File: src/sbs_pkg.sv
// Shared constants and types for the burst SRAM control block
`default_nettype none
package sbs_pkg;
	localparam int ADDR_W     = 19;
	localparam int DATA_W     = 18;
	localparam int LANE_W     = 9;
	localparam int LANES      = 2;
	localparam int FIFO_DEPTH = 32;
	localparam int LO_LSB     = 0;
	localparam int HI_LSB     = 9;
	localparam int BURST_LSB  = 2;
	localparam logic [1:0] LANES_ALL  = 2'h3;
	localparam logic [1:0] LANES_NONE = 2'h0;
	localparam logic [1:0] CNT_RST    = 2'h0;
	localparam logic [1:0] CNT_STEP   = 2'h1;

	typedef enum logic [1:0] {
		SBS_DESEL = 2'b00,
		SBS_RD    = 2'b01,
		SBS_WR    = 2'b10,
		SBS_SLEEP = 2'b11
	} sbs_mode_t;

	typedef struct packed {
		logic [ADDR_W-1:0] addr;
		logic [DATA_W-1:0] data;
		logic [LANES-1:0]  lanes;
	} sbs_wr_word_t;

	localparam int WR_W = $bits(sbs_wr_word_t);
endpackage : sbs_pkg
`default_nettype wire

File: src/sbs_stream_if.sv
// Valid/ready stream carrier between the control block and its write buffer
`timescale 1ns/1ns
`default_nettype none
interface sbs_stream_if #(
	parameter int W = 8
);
	logic         valid;
	logic         ready;
	logic [W-1:0] data;

	modport src (output valid, output data, input ready);
	modport snk (input valid, input data, output ready);
endinterface : sbs_stream_if
`default_nettype wire

File: src/sbs_ctl.sv
// Burst SRAM control: address strobes, selects, burst counter, write lanes
`timescale 1ns/1ns
`default_nettype none
module sbs_ctl (
	input  wire logic                        ref_clk_i,
	input  wire logic                        rst_i,
	input  wire logic [sbs_pkg::ADDR_W-1:0]  addr_i,
	input  wire logic [sbs_pkg::DATA_W-1:0]  data_i,
	output logic      [sbs_pkg::DATA_W-1:0]  data_o,
	output logic                             data_oe_o,
	input  wire logic                        chip_select_n_i,
	input  wire logic                        secondary_select_i,
	input  wire logic                        third_select_n_i,
	input  wire logic                        cpu_addr_strobe_n_i,
	input  wire logic                        ctl_addr_strobe_n_i,
	input  wire logic                        burst_step_n_i,
	input  wire logic                        whole_word_write_n_i,
	input  wire logic                        byte_write_gate_n_i,
	input  wire logic                        lane_low_write_n_i,
	input  wire logic                        lane_high_write_n_i,
	input  wire logic                        out_enable_n_i,
	input  wire logic                        sleep_req_i,
	input  wire logic                        burst_order_i,
	output logic                             mem_rd_en_o,
	output logic      [sbs_pkg::ADDR_W-1:0]  mem_rd_addr_o,
	input  wire logic [sbs_pkg::DATA_W-1:0]  mem_rd_data_i,
	output logic                             mem_wr_valid_o,
	output logic      [sbs_pkg::ADDR_W-1:0]  mem_wr_addr_o,
	output logic      [sbs_pkg::DATA_W-1:0]  mem_wr_data_o,
	output logic      [sbs_pkg::LANES-1:0]   mem_wr_lanes_o,
	input  wire logic                        mem_wr_ready_i,
	output logic                             wr_ready_o,
	output logic                             sleep_o
);
	typedef struct packed {
		logic [1:0]                 oe_sync;
		logic [1:0]                 slp_sync;
		logic [1:0]                 ord_sync;
		sbs_pkg::sbs_mode_t         mode;
		logic [sbs_pkg::ADDR_W-1:0] base;
		logic [1:0]                 cnt;
		logic                       rd_en;
		logic [sbs_pkg::ADDR_W-1:0] rd_addr;
		logic [sbs_pkg::DATA_W-1:0] dq;
		logic                       dq_oe;
	} sbs_ctl_state_t;

	sbs_ctl_state_t             s_q;
	sbs_ctl_state_t             s_d;
	logic                       sel_ok;
	logic                       cpu_new;
	logic                       ctl_new;
	logic                       new_any;
	logic                       sleeping;
	logic                       interleave;
	logic                       step;
	logic                       cont;
	logic [1:0]                 lanes_c;
	logic                       wr_c;
	logic [1:0]                 cnt_nx;
	logic [1:0]                 lo_nx;
	logic [sbs_pkg::ADDR_W-1:0] cont_addr;
	logic                       acc_wr;
	sbs_pkg::sbs_wr_word_t      wr_word;
	sbs_pkg::sbs_wr_word_t      drain_word;

	sbs_stream_if #(.W(sbs_pkg::WR_W)) wr_in ();
	sbs_stream_if #(.W(sbs_pkg::WR_W)) wr_out ();

	// Writes land in the buffer so a slow array never stalls the pin timing
	sbs_fifo #(
		.W     (sbs_pkg::WR_W),
		.DEPTH (sbs_pkg::FIFO_DEPTH)
	) u_wr_fifo (
		.clk_i (ref_clk_i),
		.rst_i (rst_i),
		.in_s  (wr_in),
		.out_s (wr_out)
	);

	// Only the second stage of each synchroniser is read
	assign sleeping   = s_q.slp_sync[1];
	assign interleave = s_q.ord_sync[1];

	assign sel_ok  = !chip_select_n_i && secondary_select_i && !third_select_n_i;
	assign cpu_new = !cpu_addr_strobe_n_i && !chip_select_n_i;
	assign ctl_new = !ctl_addr_strobe_n_i && !cpu_new;
	assign new_any = cpu_new || ctl_new;
	assign step    = !burst_step_n_i;
	assign cont    = !sleeping && !new_any
		&& (s_q.mode == sbs_pkg::SBS_RD || s_q.mode == sbs_pkg::SBS_WR);

	always_comb begin
		if (!whole_word_write_n_i) begin
			lanes_c = sbs_pkg::LANES_ALL;
		end else if (!byte_write_gate_n_i) begin
			lanes_c = {!lane_high_write_n_i, !lane_low_write_n_i};
		end else begin
			lanes_c = sbs_pkg::LANES_NONE;
		end
	end
	assign wr_c = (lanes_c != sbs_pkg::LANES_NONE);

	assign cnt_nx = step ? s_q.cnt + sbs_pkg::CNT_STEP : s_q.cnt;
	// Linear wraps naturally in two bits
	assign lo_nx = interleave ? (s_q.base[1:0] ^ cnt_nx)
		: (s_q.base[1:0] + cnt_nx);
	assign cont_addr = {s_q.base[sbs_pkg::ADDR_W-1:sbs_pkg::BURST_LSB], lo_nx};

	always_comb begin
		s_d          = s_q;
		acc_wr       = 1'b0;
		wr_word.addr = cont_addr;
		wr_word.data = data_i;
		wr_word.lanes = lanes_c;
		s_d.oe_sync  = {s_q.oe_sync[0], out_enable_n_i};
		s_d.slp_sync = {s_q.slp_sync[0], sleep_req_i};
		s_d.ord_sync = {s_q.ord_sync[0], burst_order_i};
		s_d.rd_en    = 1'b0;
		if (sleeping) begin
			s_d.mode = sbs_pkg::SBS_SLEEP;
		end else if (new_any) begin
			s_d.base = addr_i;
			s_d.cnt  = sbs_pkg::CNT_RST;
			wr_word.addr = addr_i;
			if (!sel_ok) begin
				s_d.mode = sbs_pkg::SBS_DESEL;
			end else if (cpu_new || !wr_c) begin
				s_d.mode    = sbs_pkg::SBS_RD;
				s_d.rd_en   = 1'b1;
				s_d.rd_addr = addr_i;
			end else begin
				s_d.mode = sbs_pkg::SBS_WR;
				acc_wr   = 1'b1;
			end
		end else begin
			unique case (s_q.mode)
				sbs_pkg::SBS_DESEL,
				sbs_pkg::SBS_SLEEP: begin
					s_d.mode = sbs_pkg::SBS_DESEL;
				end
				sbs_pkg::SBS_RD,
				sbs_pkg::SBS_WR: begin
					s_d.cnt = cnt_nx;
					// Wait cycle after a processor strobe may turn into a write
					if (wr_c) begin
						s_d.mode = sbs_pkg::SBS_WR;
						acc_wr   = 1'b1;
					end else begin
						s_d.mode    = sbs_pkg::SBS_RD;
						s_d.rd_en   = 1'b1;
						s_d.rd_addr = cont_addr;
					end
				end
			endcase
		end
		if (s_q.rd_en) begin
			s_d.dq = s_q.rd_en ? mem_rd_data_i : s_q.dq;
		end
		// Enable follows the pin through its synchroniser and this register, so it lags by three edges
		s_d.dq_oe = !s_q.oe_sync[1] && !sleeping && s_q.rd_en;
	end

	always_ff @(posedge ref_clk_i or posedge rst_i) begin
		if (rst_i) begin
			s_q <= '0;
		end else begin
			s_q <= s_d;
		end
	end

	// A write met by a full buffer is lost; wr_ready_o lets the master hold off
	assign wr_in.valid = acc_wr;
	assign wr_in.data  = wr_word;
	assign wr_ready_o  = wr_in.ready;

	assign drain_word     = wr_out.data;
	assign wr_out.ready   = mem_wr_ready_i;
	assign mem_wr_valid_o = wr_out.valid;
	assign mem_wr_addr_o  = drain_word.addr;
	assign mem_wr_data_o  = drain_word.data;
	assign mem_wr_lanes_o = drain_word.lanes;

	assign data_o        = s_q.dq;
	assign data_oe_o     = s_q.dq_oe;
	assign mem_rd_en_o   = s_q.rd_en;
	assign mem_rd_addr_o = s_q.rd_addr;
	assign sleep_o       = s_q.slp_sync[1];
endmodule : sbs_ctl
`default_nettype wire

File: src/sbs_fifo.sv
// Write buffer: flip-flop FIFO with valid/ready on both sides
`timescale 1ns/1ns
`default_nettype none
module sbs_fifo #(
	parameter int W     = 8,
	parameter int DEPTH = 32
) (
	input  wire logic   clk_i,
	input  wire logic   rst_i,
	sbs_stream_if.snk   in_s,
	sbs_stream_if.src   out_s
);
	localparam int AW = $clog2(DEPTH);

	typedef struct packed {
		logic [DEPTH-1:0][W-1:0] mem;
		logic [AW-1:0]           wr_idx;
		logic [AW-1:0]           rd_idx;
		logic [AW:0]             count;
	} sbs_fifo_state_t;

	sbs_fifo_state_t s_q;
	sbs_fifo_state_t s_d;
	logic            push;
	logic            pop;

	assign in_s.ready  = (s_q.count != (AW+1)'(DEPTH));
	assign out_s.valid = (s_q.count != '0);
	assign out_s.data  = s_q.mem[s_q.rd_idx];
	assign push        = in_s.valid && in_s.ready;
	assign pop         = out_s.valid && out_s.ready;

	always_comb begin
		s_d = s_q;
		if (push) begin
			s_d.mem[s_q.wr_idx] = in_s.data;
			s_d.wr_idx          = s_q.wr_idx + 1'b1;
		end
		if (pop) begin
			s_d.rd_idx = s_q.rd_idx + 1'b1;
		end
		if (push && !pop) begin
			s_d.count = s_q.count + 1'b1;
		end else if (pop && !push) begin
			s_d.count = s_q.count - 1'b1;
		end
	end

	always_ff @(posedge clk_i or posedge rst_i) begin
		if (rst_i) begin
			s_q <= '0;
		end else begin
			s_q <= s_d;
		end
	end
endmodule : sbs_fifo
`default_nettype wire

File: config.mk
export PLATFORM = sky130hd
export DESIGN_NAME = sbs_ctl
export DESIGN_NICKNAME = d
export VERILOG_FILES = /design/src/sbs_pkg.sv /design/src/sbs_stream_if.sv /design/src/sbs_ctl.sv /design/src/sbs_fifo.sv
export SDC_FILE = /design/constraint.sdc
export NUM_CORES = 2
export LEC_CHECK = 0
export ABC_AREA = 1
export BUFFER_PORTS_ARGS = -buffer_cell sky130_fd_sc_hd__buf_2
export CORE_MARGIN = 2
export CORE_UTILIZATION = 35
export DETAILED_ROUTE_END_ITERATION = 12
export PLACE_DENSITY = 0.47
export SYNTH_ARGS = -nofsm -noshare
export SYNTH_HDL_FRONTEND = slang
export SYNTH_SLANG_ARGS = --single-unit
File: constraint.sdc
create_clock -name ref_clk_i -period 51.9 [get_ports ref_clk_i]
set_input_delay 7.785 -clock ref_clk_i [delete_from_list [all_inputs] [get_ports ref_clk_i]]
set_output_delay 7.785 -clock ref_clk_i [all_outputs]
set_load 0.005 [all_outputs]
## Yosys cells after proc, flatten, opt, wreduce, memory -nomap -nowiden

Index checks and enable logic that the tools add are counted.

- Add/sub/neg operators: 6
- Order comparisons: 3
- Eq/ne operators: 7
- Mux-type cells: 31
- Bitwise logic cells: 2
- Reductions and logical operators: 35

Operator list:

| kind | number |
|---|---|
| 1248-bit bitwise mux | 1 |
| 39-bit binary-select mux with 5-bit select | 1 |
| 39-bit demux with 5-bit select | 1 |
| 20-bit 2-to-1 mux | 4 |
| 39-bit 2-to-1 mux | 2 |
| 22-bit 2-to-1 mux | 2 |
| 19-bit 2-to-1 mux | 2 |
| 2-bit 2-to-1 mux | 9 |
| 1-bit logical NOT | 12 |
| 5-bit by 6-bit less-than comparator with 1-bit output (second input constant) | 2 |
| 6-bit 2-to-1 mux | 2 |
| 1-bit logical AND | 11 |
| 5-bit by 1-bit adder with 5-bit output (second input constant) | 2 |
| 6-bit by 1-bit adder with 6-bit output (second input constant) | 1 |
| 1-bit 2-to-1 mux | 6 |
| 6-bit != test (second input constant) | 1 |
| 2-bit nonzero test | 3 |
| 6-bit nonzero test | 1 |
| 6-bit by 1-bit subtractor with 6-bit output (second input constant) | 1 |
| 5-bit by 1-bit >= comparator with 1-bit output (second input constant) | 1 |
| 5-bit AND reduction | 1 |
| 2-bit equality test (second input constant) | 2 |
| 2-bit != test (second input constant) | 2 |
| 2-bit one-hot mux with 2 select lines | 1 |
| other kinds (10) | 13 |

- Bits in registers: 1332
- Input port bits: 71
- Output and inout bits: 81
- Word-level logic and storage cells: 129

## Depth between registers and ports, before layout

- Depth in word-level cells: 15
- Gate-level depth with buffers: 21
- Depth with buffers taken out: 18

## Hierarchy

Synthesis repeated with hierarchy kept, for this count alone.

- Cells, all modules: 8333
- Area, all modules: 64256.6 um^2

Modules (own cells, without submodules):

| module | times used | cells an instance | area each (um^2) |
|---|---|---|---|
| sbs_fifo | 1 | 7897 | 60912.2 |
| sbs_ctl | 1 | 436 | 3344.5 |

## Worst setup path before layout

Ideal clock, no wire load.

- Path kind: input -> register
- Start: input port byte_write_gate_n_i
- End: register u_wr_fifo.s_q[3] (netlist bit)
- Arrival: 9.991 ns
- Setup slack: 41.792 ns
- Stages on the path: 16
- Buffers on the path: 3
- Cells stage by stage: inv_1 -> nand2_1 -> nand3_1 -> nand3_2 -> nor2_8 -> buf_6 -> buf_2 -> buf_2 -> ha_1 -> inv_1 -> ha_1 -> nand3_1 -> nand3_1 -> or2_2 -> nand3_1 -> nand2_1

- Longest elaborated chain between the ends: 13

Ends and longest elaborated chain:

| item | line | text |
|---|---|---|
| from (decl) | sbs_ctl.sv:18 | `input wire logic byte_write_gate_n_i,` |
| 2-bit 2-to-1 mux (*) | sbs_ctl.sv:96 | `end else if (!byte_write_gate_n_i) begin` |
| 2-bit 2-to-1 mux (*) | sbs_ctl.sv:94 | `if (!whole_word_write_n_i) begin` |
| 2-bit nonzero test (*) | sbs_ctl.sv:102 | `assign wr_c = (lanes_c != sbs_pkg::LANES_NONE);` |
| 1-bit logical NOT | sbs_ctl.sv:128 | `end else if (cpu_new \|\| !wr_c) begin` |
| 1-bit logical OR | sbs_ctl.sv:128 |  |
| 1-bit 2-to-1 mux | sbs_ctl.sv:128 |  |
| 1-bit 2-to-1 mux | sbs_ctl.sv:126 | `if (!sel_ok) begin` |
| 1-bit 2-to-1 mux (*) | sbs_ctl.sv:122 | `end else if (new_any) begin` |
| 1-bit 2-to-1 mux (*) | sbs_ctl.sv:120 | `if (sleeping) begin` |
| 1-bit logical AND (*) | sbs_fifo.sv:30 | `assign push = in_s.valid && in_s.ready;` |
| via u_wr_fifo.push | sbs_fifo.sv:24 | `logic push;` |
| 1-bit logical NOT | sbs_fifo.sv:44 | `end else if (pop && !push) begin` |
| 1-bit logical AND | sbs_fifo.sv:44 |  |
| 2-bit nonzero test (no line) | - |  |
| to (signal assigned) | sbs_fifo.sv:51 | `s_q <= '0;` |
| to (signal assigned) | sbs_fifo.sv:53 | `s_q <= s_d;` |
| to (decl) | sbs_fifo.sv:22 | `sbs_fifo_state_t s_q;` |

The timed path passes the listed nets; every way through them passes the cells marked *.
A chain may end at the register's enable or synchronous reset.

## Final worst setup path

- Start: register u_wr_fifo.s_q[7] (netlist bit)
- End: output port mem_wr_lanes_o[0] (netlist bit)

- Longest elaborated chain between the ends: 2

Ends and longest elaborated chain:

| item | line | text |
|---|---|---|
| 39-bit binary-select mux with 5-bit select | sbs_fifo.sv:29 | `assign out_s.data = s_q.mem[s_q.rd_idx];` |
| 39-bit 2-to-1 mux (not written as such) | sbs_fifo.sv:29 |  |
| to (decl) | sbs_ctl.sv:30 | `output logic [sbs_pkg::LANES-1:0] mem_wr_lanes_o,` |

No other way between the ends. The select of a mux whose other input is x is not followed.

==> results.json <==
{
  "antenna_left": 0,
  "setup_violations": 0,
  "grt_setup_unrepaired": "no",
  "drive_gt1_frac": 0.06896,
  "die_w_um": 444.4,
  "die_h_um": 444.4,
  "period_needed_ns": 13.72,
  "grt_max_degree": 172,
  "required_ns": 44.11,
  "status": "complete, no violations",
  "avgSynthCellArea_um2": 7.082,
  "dr.pass1.iters": 6,
  "antenna_found_initial": 5,
  "worstPathCellList": "inv_8 > buf_4 > buf_4 > buf_4 > nand3_1 > nand3_1 > nand2_1 > nor2_1 > nand2_1 > nand2_1 > inv_1 > buf_2",
  "core_area_mm2": 0.1926,
  "syn_inst": 9583,
  "vdd_ir_drop_max_uv": 36.84,
  "cts_resized": 0,
  "rows": 161,
  "mappedNetlistArea_mm2": 0.06787,
  "cts.clk_slew.worst_paths_ns": 0.06,
  "routed-via-count": 62834,
  "cts_setup_buffers": 0,
  "clk_latency_ns": 0.83,
  "slowest_delay_ns": 0.82,
  "max_freq_ghz": 0.07291,
  "stdcell_count": 11873,
  "synth_cell_types": 29,
  "cts_sinks": 1332,
  "ios": 152,
  "port_buffers": 151,
  "drc": 0,
  "syn_to_final_growth_pct": 9.990,
  "first_iter_violations": 7398,
  "finalCritPeriodShare": 0.2643,
  "cts_buffers": 158,
  "hold_buffers": 0,
  "maxCapViolations": 0,
  "cp-start-kind": "register",
  "drv_slew": 0,
  "hp-class": "register to register",
  "critPathKind": "register to output pin",
  "htree_levels": 4,
  "hold_viol_final": 0,
  "gr-total-overflow": 0,
  "skew_ns": 0.02984,
  "initial_utilization": 0.3524,
  "cp_num_buf_inv": 6,
  "yosysSeqAreaShare": 0.4911,
  "worst_slew_pin_slew_ns": 1.204,
  "ctsLongestPathBuffers": 3,
  "relSlewSlack": 0.1940,
  "cts_tree": "built",
  "cp_slowest_cell": "buf_4",
  "cp_data_arrival_time_ns": 5.93,
  "grt_pass1_wl_um": 412400,
  "worst_path_dominant_cell_family": "buffers and inverters",
  "synth-seq-cells": 1332,
  "path_max_fanout": 93,
  "dp_hpwl_um": 145100,
  "vias_per_cell": 5.292,
  "synth_nets": 9666,
  "grt_pass1_vias": 59836,
  "routed_wl_um": 278100,
  "powerDensity_mw_per_mm2": 52.17,
  "ys_warn_count": 0,
  "tns_ns": 0,
  "cp-end-kind": "output pin",
  "post_drt_wl_per_cell_um": 23.43,
  "final_nets": 9298,
  "grt_usage": 0.2786,
  "cts-root-buf": "clkbuf_16",
  "die_area_mm2": 0.1975,
  "dp.cells": 11581,
  "leakagePower_nw": 40.78,
  "gp_congestion": 0.8097
}
per-layer routing:
metal,global-route usage,routed length (um),vias to the layer above
li1,-,-,29100
met1,0.3896,124100,31176
met2,0.4492,126900,2182
met3,0.03891,19240,374
met4,0.07910,7844,2
met5,0,13,-
synthesized netlist by cell type:
| cell type | number | area [um2] |
|---|---|---|
| a21oi_1 | 81 | 405.4 |
| a31oi_1 | 2 | 12.51 |
| buf_1 | 54 | 202.7 |
| buf_2 | 328 | 1642 |
| buf_4 | 76 | 570.6 |
| buf_6 | 3 | 33.78 |
| clkbuf_1 | 367 | 1378 |
| clkinv_1 | 4 | 15.01 |
| dfrtp_1 | 1332 | 33330 |
| fa_1 | 1 | 20.02 |
| ha_1 | 11 | 137.6 |
| inv_1 | 430 | 1614 |
| inv_2 | 4 | 15.01 |
| nand2_1 | 4719 | 17710 |
| nand2_2 | 1 | 6.260 |
| nand2_4 | 1 | 11.26 |
| nand3_1 | 1858 | 9299 |
| nand3_2 | 1 | 10.01 |
| nand4_1 | 3 | 18.77 |
| nor2_1 | 177 | 664.4 |
| nor2_2 | 2 | 12.51 |
| nor2_4 | 1 | 11.26 |
| nor2_8 | 1 | 20.02 |
| nor3_1 | 35 | 175.2 |
| o21ai_0 | 64 | 320.3 |
| o21ai_2 | 17 | 148.9 |
| or2_2 | 2 | 12.51 |
| xnor2_1 | 2 | 17.52 |
| xor2_1 | 6 | 52.55 |
cell type report:
class                   count  area (um2)
fillers                 20253      117900
flip-flops and latches   1332       33340
multi-input cells        6985       29320
clock buffers             249        4833
well taps                2526        3161
repair buffers            300        1912
inverters                 438        1677
clock inverters            35       380.4
diodes                      8       20.02
per-stage QoR:
step	total power, mW	area (um2)	util	hold WS [ns]	setup slack [ns]
floorplan	2.203	67870	-	0.3312	6.566
global route	4.101	74650	0.3876	0.3692	38.08
detailed placement	2.761	69420	0.3605	0.3356	37.74
global placement	2.750	69420	0.3605	0.3340	37.83
finish	3.895	74650	0.3876	0.3464	38.18
CTS	3.904	74630	0.3875	0.3488	38.22
sequential cells by signal, summed over array words and instances, names as in the netlist:
| register | flops |
|---|---|
| data_o | 18 |
| interleave | 1 |
| u_wr_fifo.s_q | 1264 |
| s_d | 3 |
| sleep_o | 1 |
| mem_rd_en_o | 1 |
| s_q | 7 |
| cont_addr | 17 |
| data_oe_o | 1 |
| mem_rd_addr_o | 19 |
cell usage in the layout (no fill, tap or decap), types with 6 or more instances in the layout:
| cell type | n |
|---|---|
| inv_6 | 6 |
| nand2_2 | 13 |
| o21ai_4 | 10 |
| nor2_1 | 177 |
| clkbuf_8 | 41 |
| nand2_4 | 21 |
| inv_2 | 35 |
| inv_1 | 394 |
| buf_4 | 146 |
| clkbuf_1 | 44 |
| clkinv_2 | 24 |
| o21ai_2 | 7 |
| nand3_1 | 1858 |
| diode_2 | 8 |
| clkbuf_16 | 164 |
| bufinv_16 | 7 |
| xor2_1 | 6 |
| buf_2 | 151 |
| nand2_1 | 4687 |
| a21oi_1 | 81 |
| nor3_1 | 35 |
| ha_1 | 11 |
| dfrtp_1 | 1328 |
| o21ai_0 | 64 |
report_power, final:
| group | internal (mW) | switching, mW | total [mW] |
|---|---|---|---|
| sequential | 1.24 | 0.130 | 1.37 |
| combinational | 0.338 | 1.05 | 1.39 |
| clock | 0.671 | 0.468 | 1.14 |
| total | 2.25 | 1.65 | 3.89 |
cells by family (layout without fill, tap and decap cells):
group                    Yosys count  count (layout)  share of synthesized area
AO/OA/AOI/OAI                    164             164                    0.01307
XOR/XNOR                           8               8                   0.001032
adder cells (fa/ha/maj)           12              12                   0.002323
buffers and inverters           1266            1022                    0.08060
flip-flops                      1332            1332                     0.4911
other                              0               8                          0
AND/OR/NAND/NOR                 6801            6801                     0.4119
worst paths after layout:
| kind | startpoint | to | slack (ns) | cells past startpoint |
|---|---|---|---|---|
| worst min-delay path | s_d[65]$_DFF_PP0_ | sleep_o$_DFF_PP0_ | 0.35 | 0 |
| worst min register to register | s_d[65]$_DFF_PP0_ | sleep_o$_DFF_PP0_ | 0.35 | 0 |
| worst max-delay path | u_wr_fifo.s_q[7]$_DFFE_PP0P_ | mem_wr_lanes_o[0] | 38.18 | 12 |
| min in group asynchronous | rst_i | data_o[4]$_DFFE_PP0P_ | 7.04 | 2 |
| worst max register to register | u_wr_fifo.s_q[0]$_DFFE_PP0P_ | u_wr_fifo.s_q[58]$_DFFE_PP0P_ | 45.08 | 11 |
| max in group asynchronous | rst_i | u_wr_fifo.s_q[145]$_DFFE_PP0P_ | 40.21 | 7 |
Power figures use the tool's default switching activity.
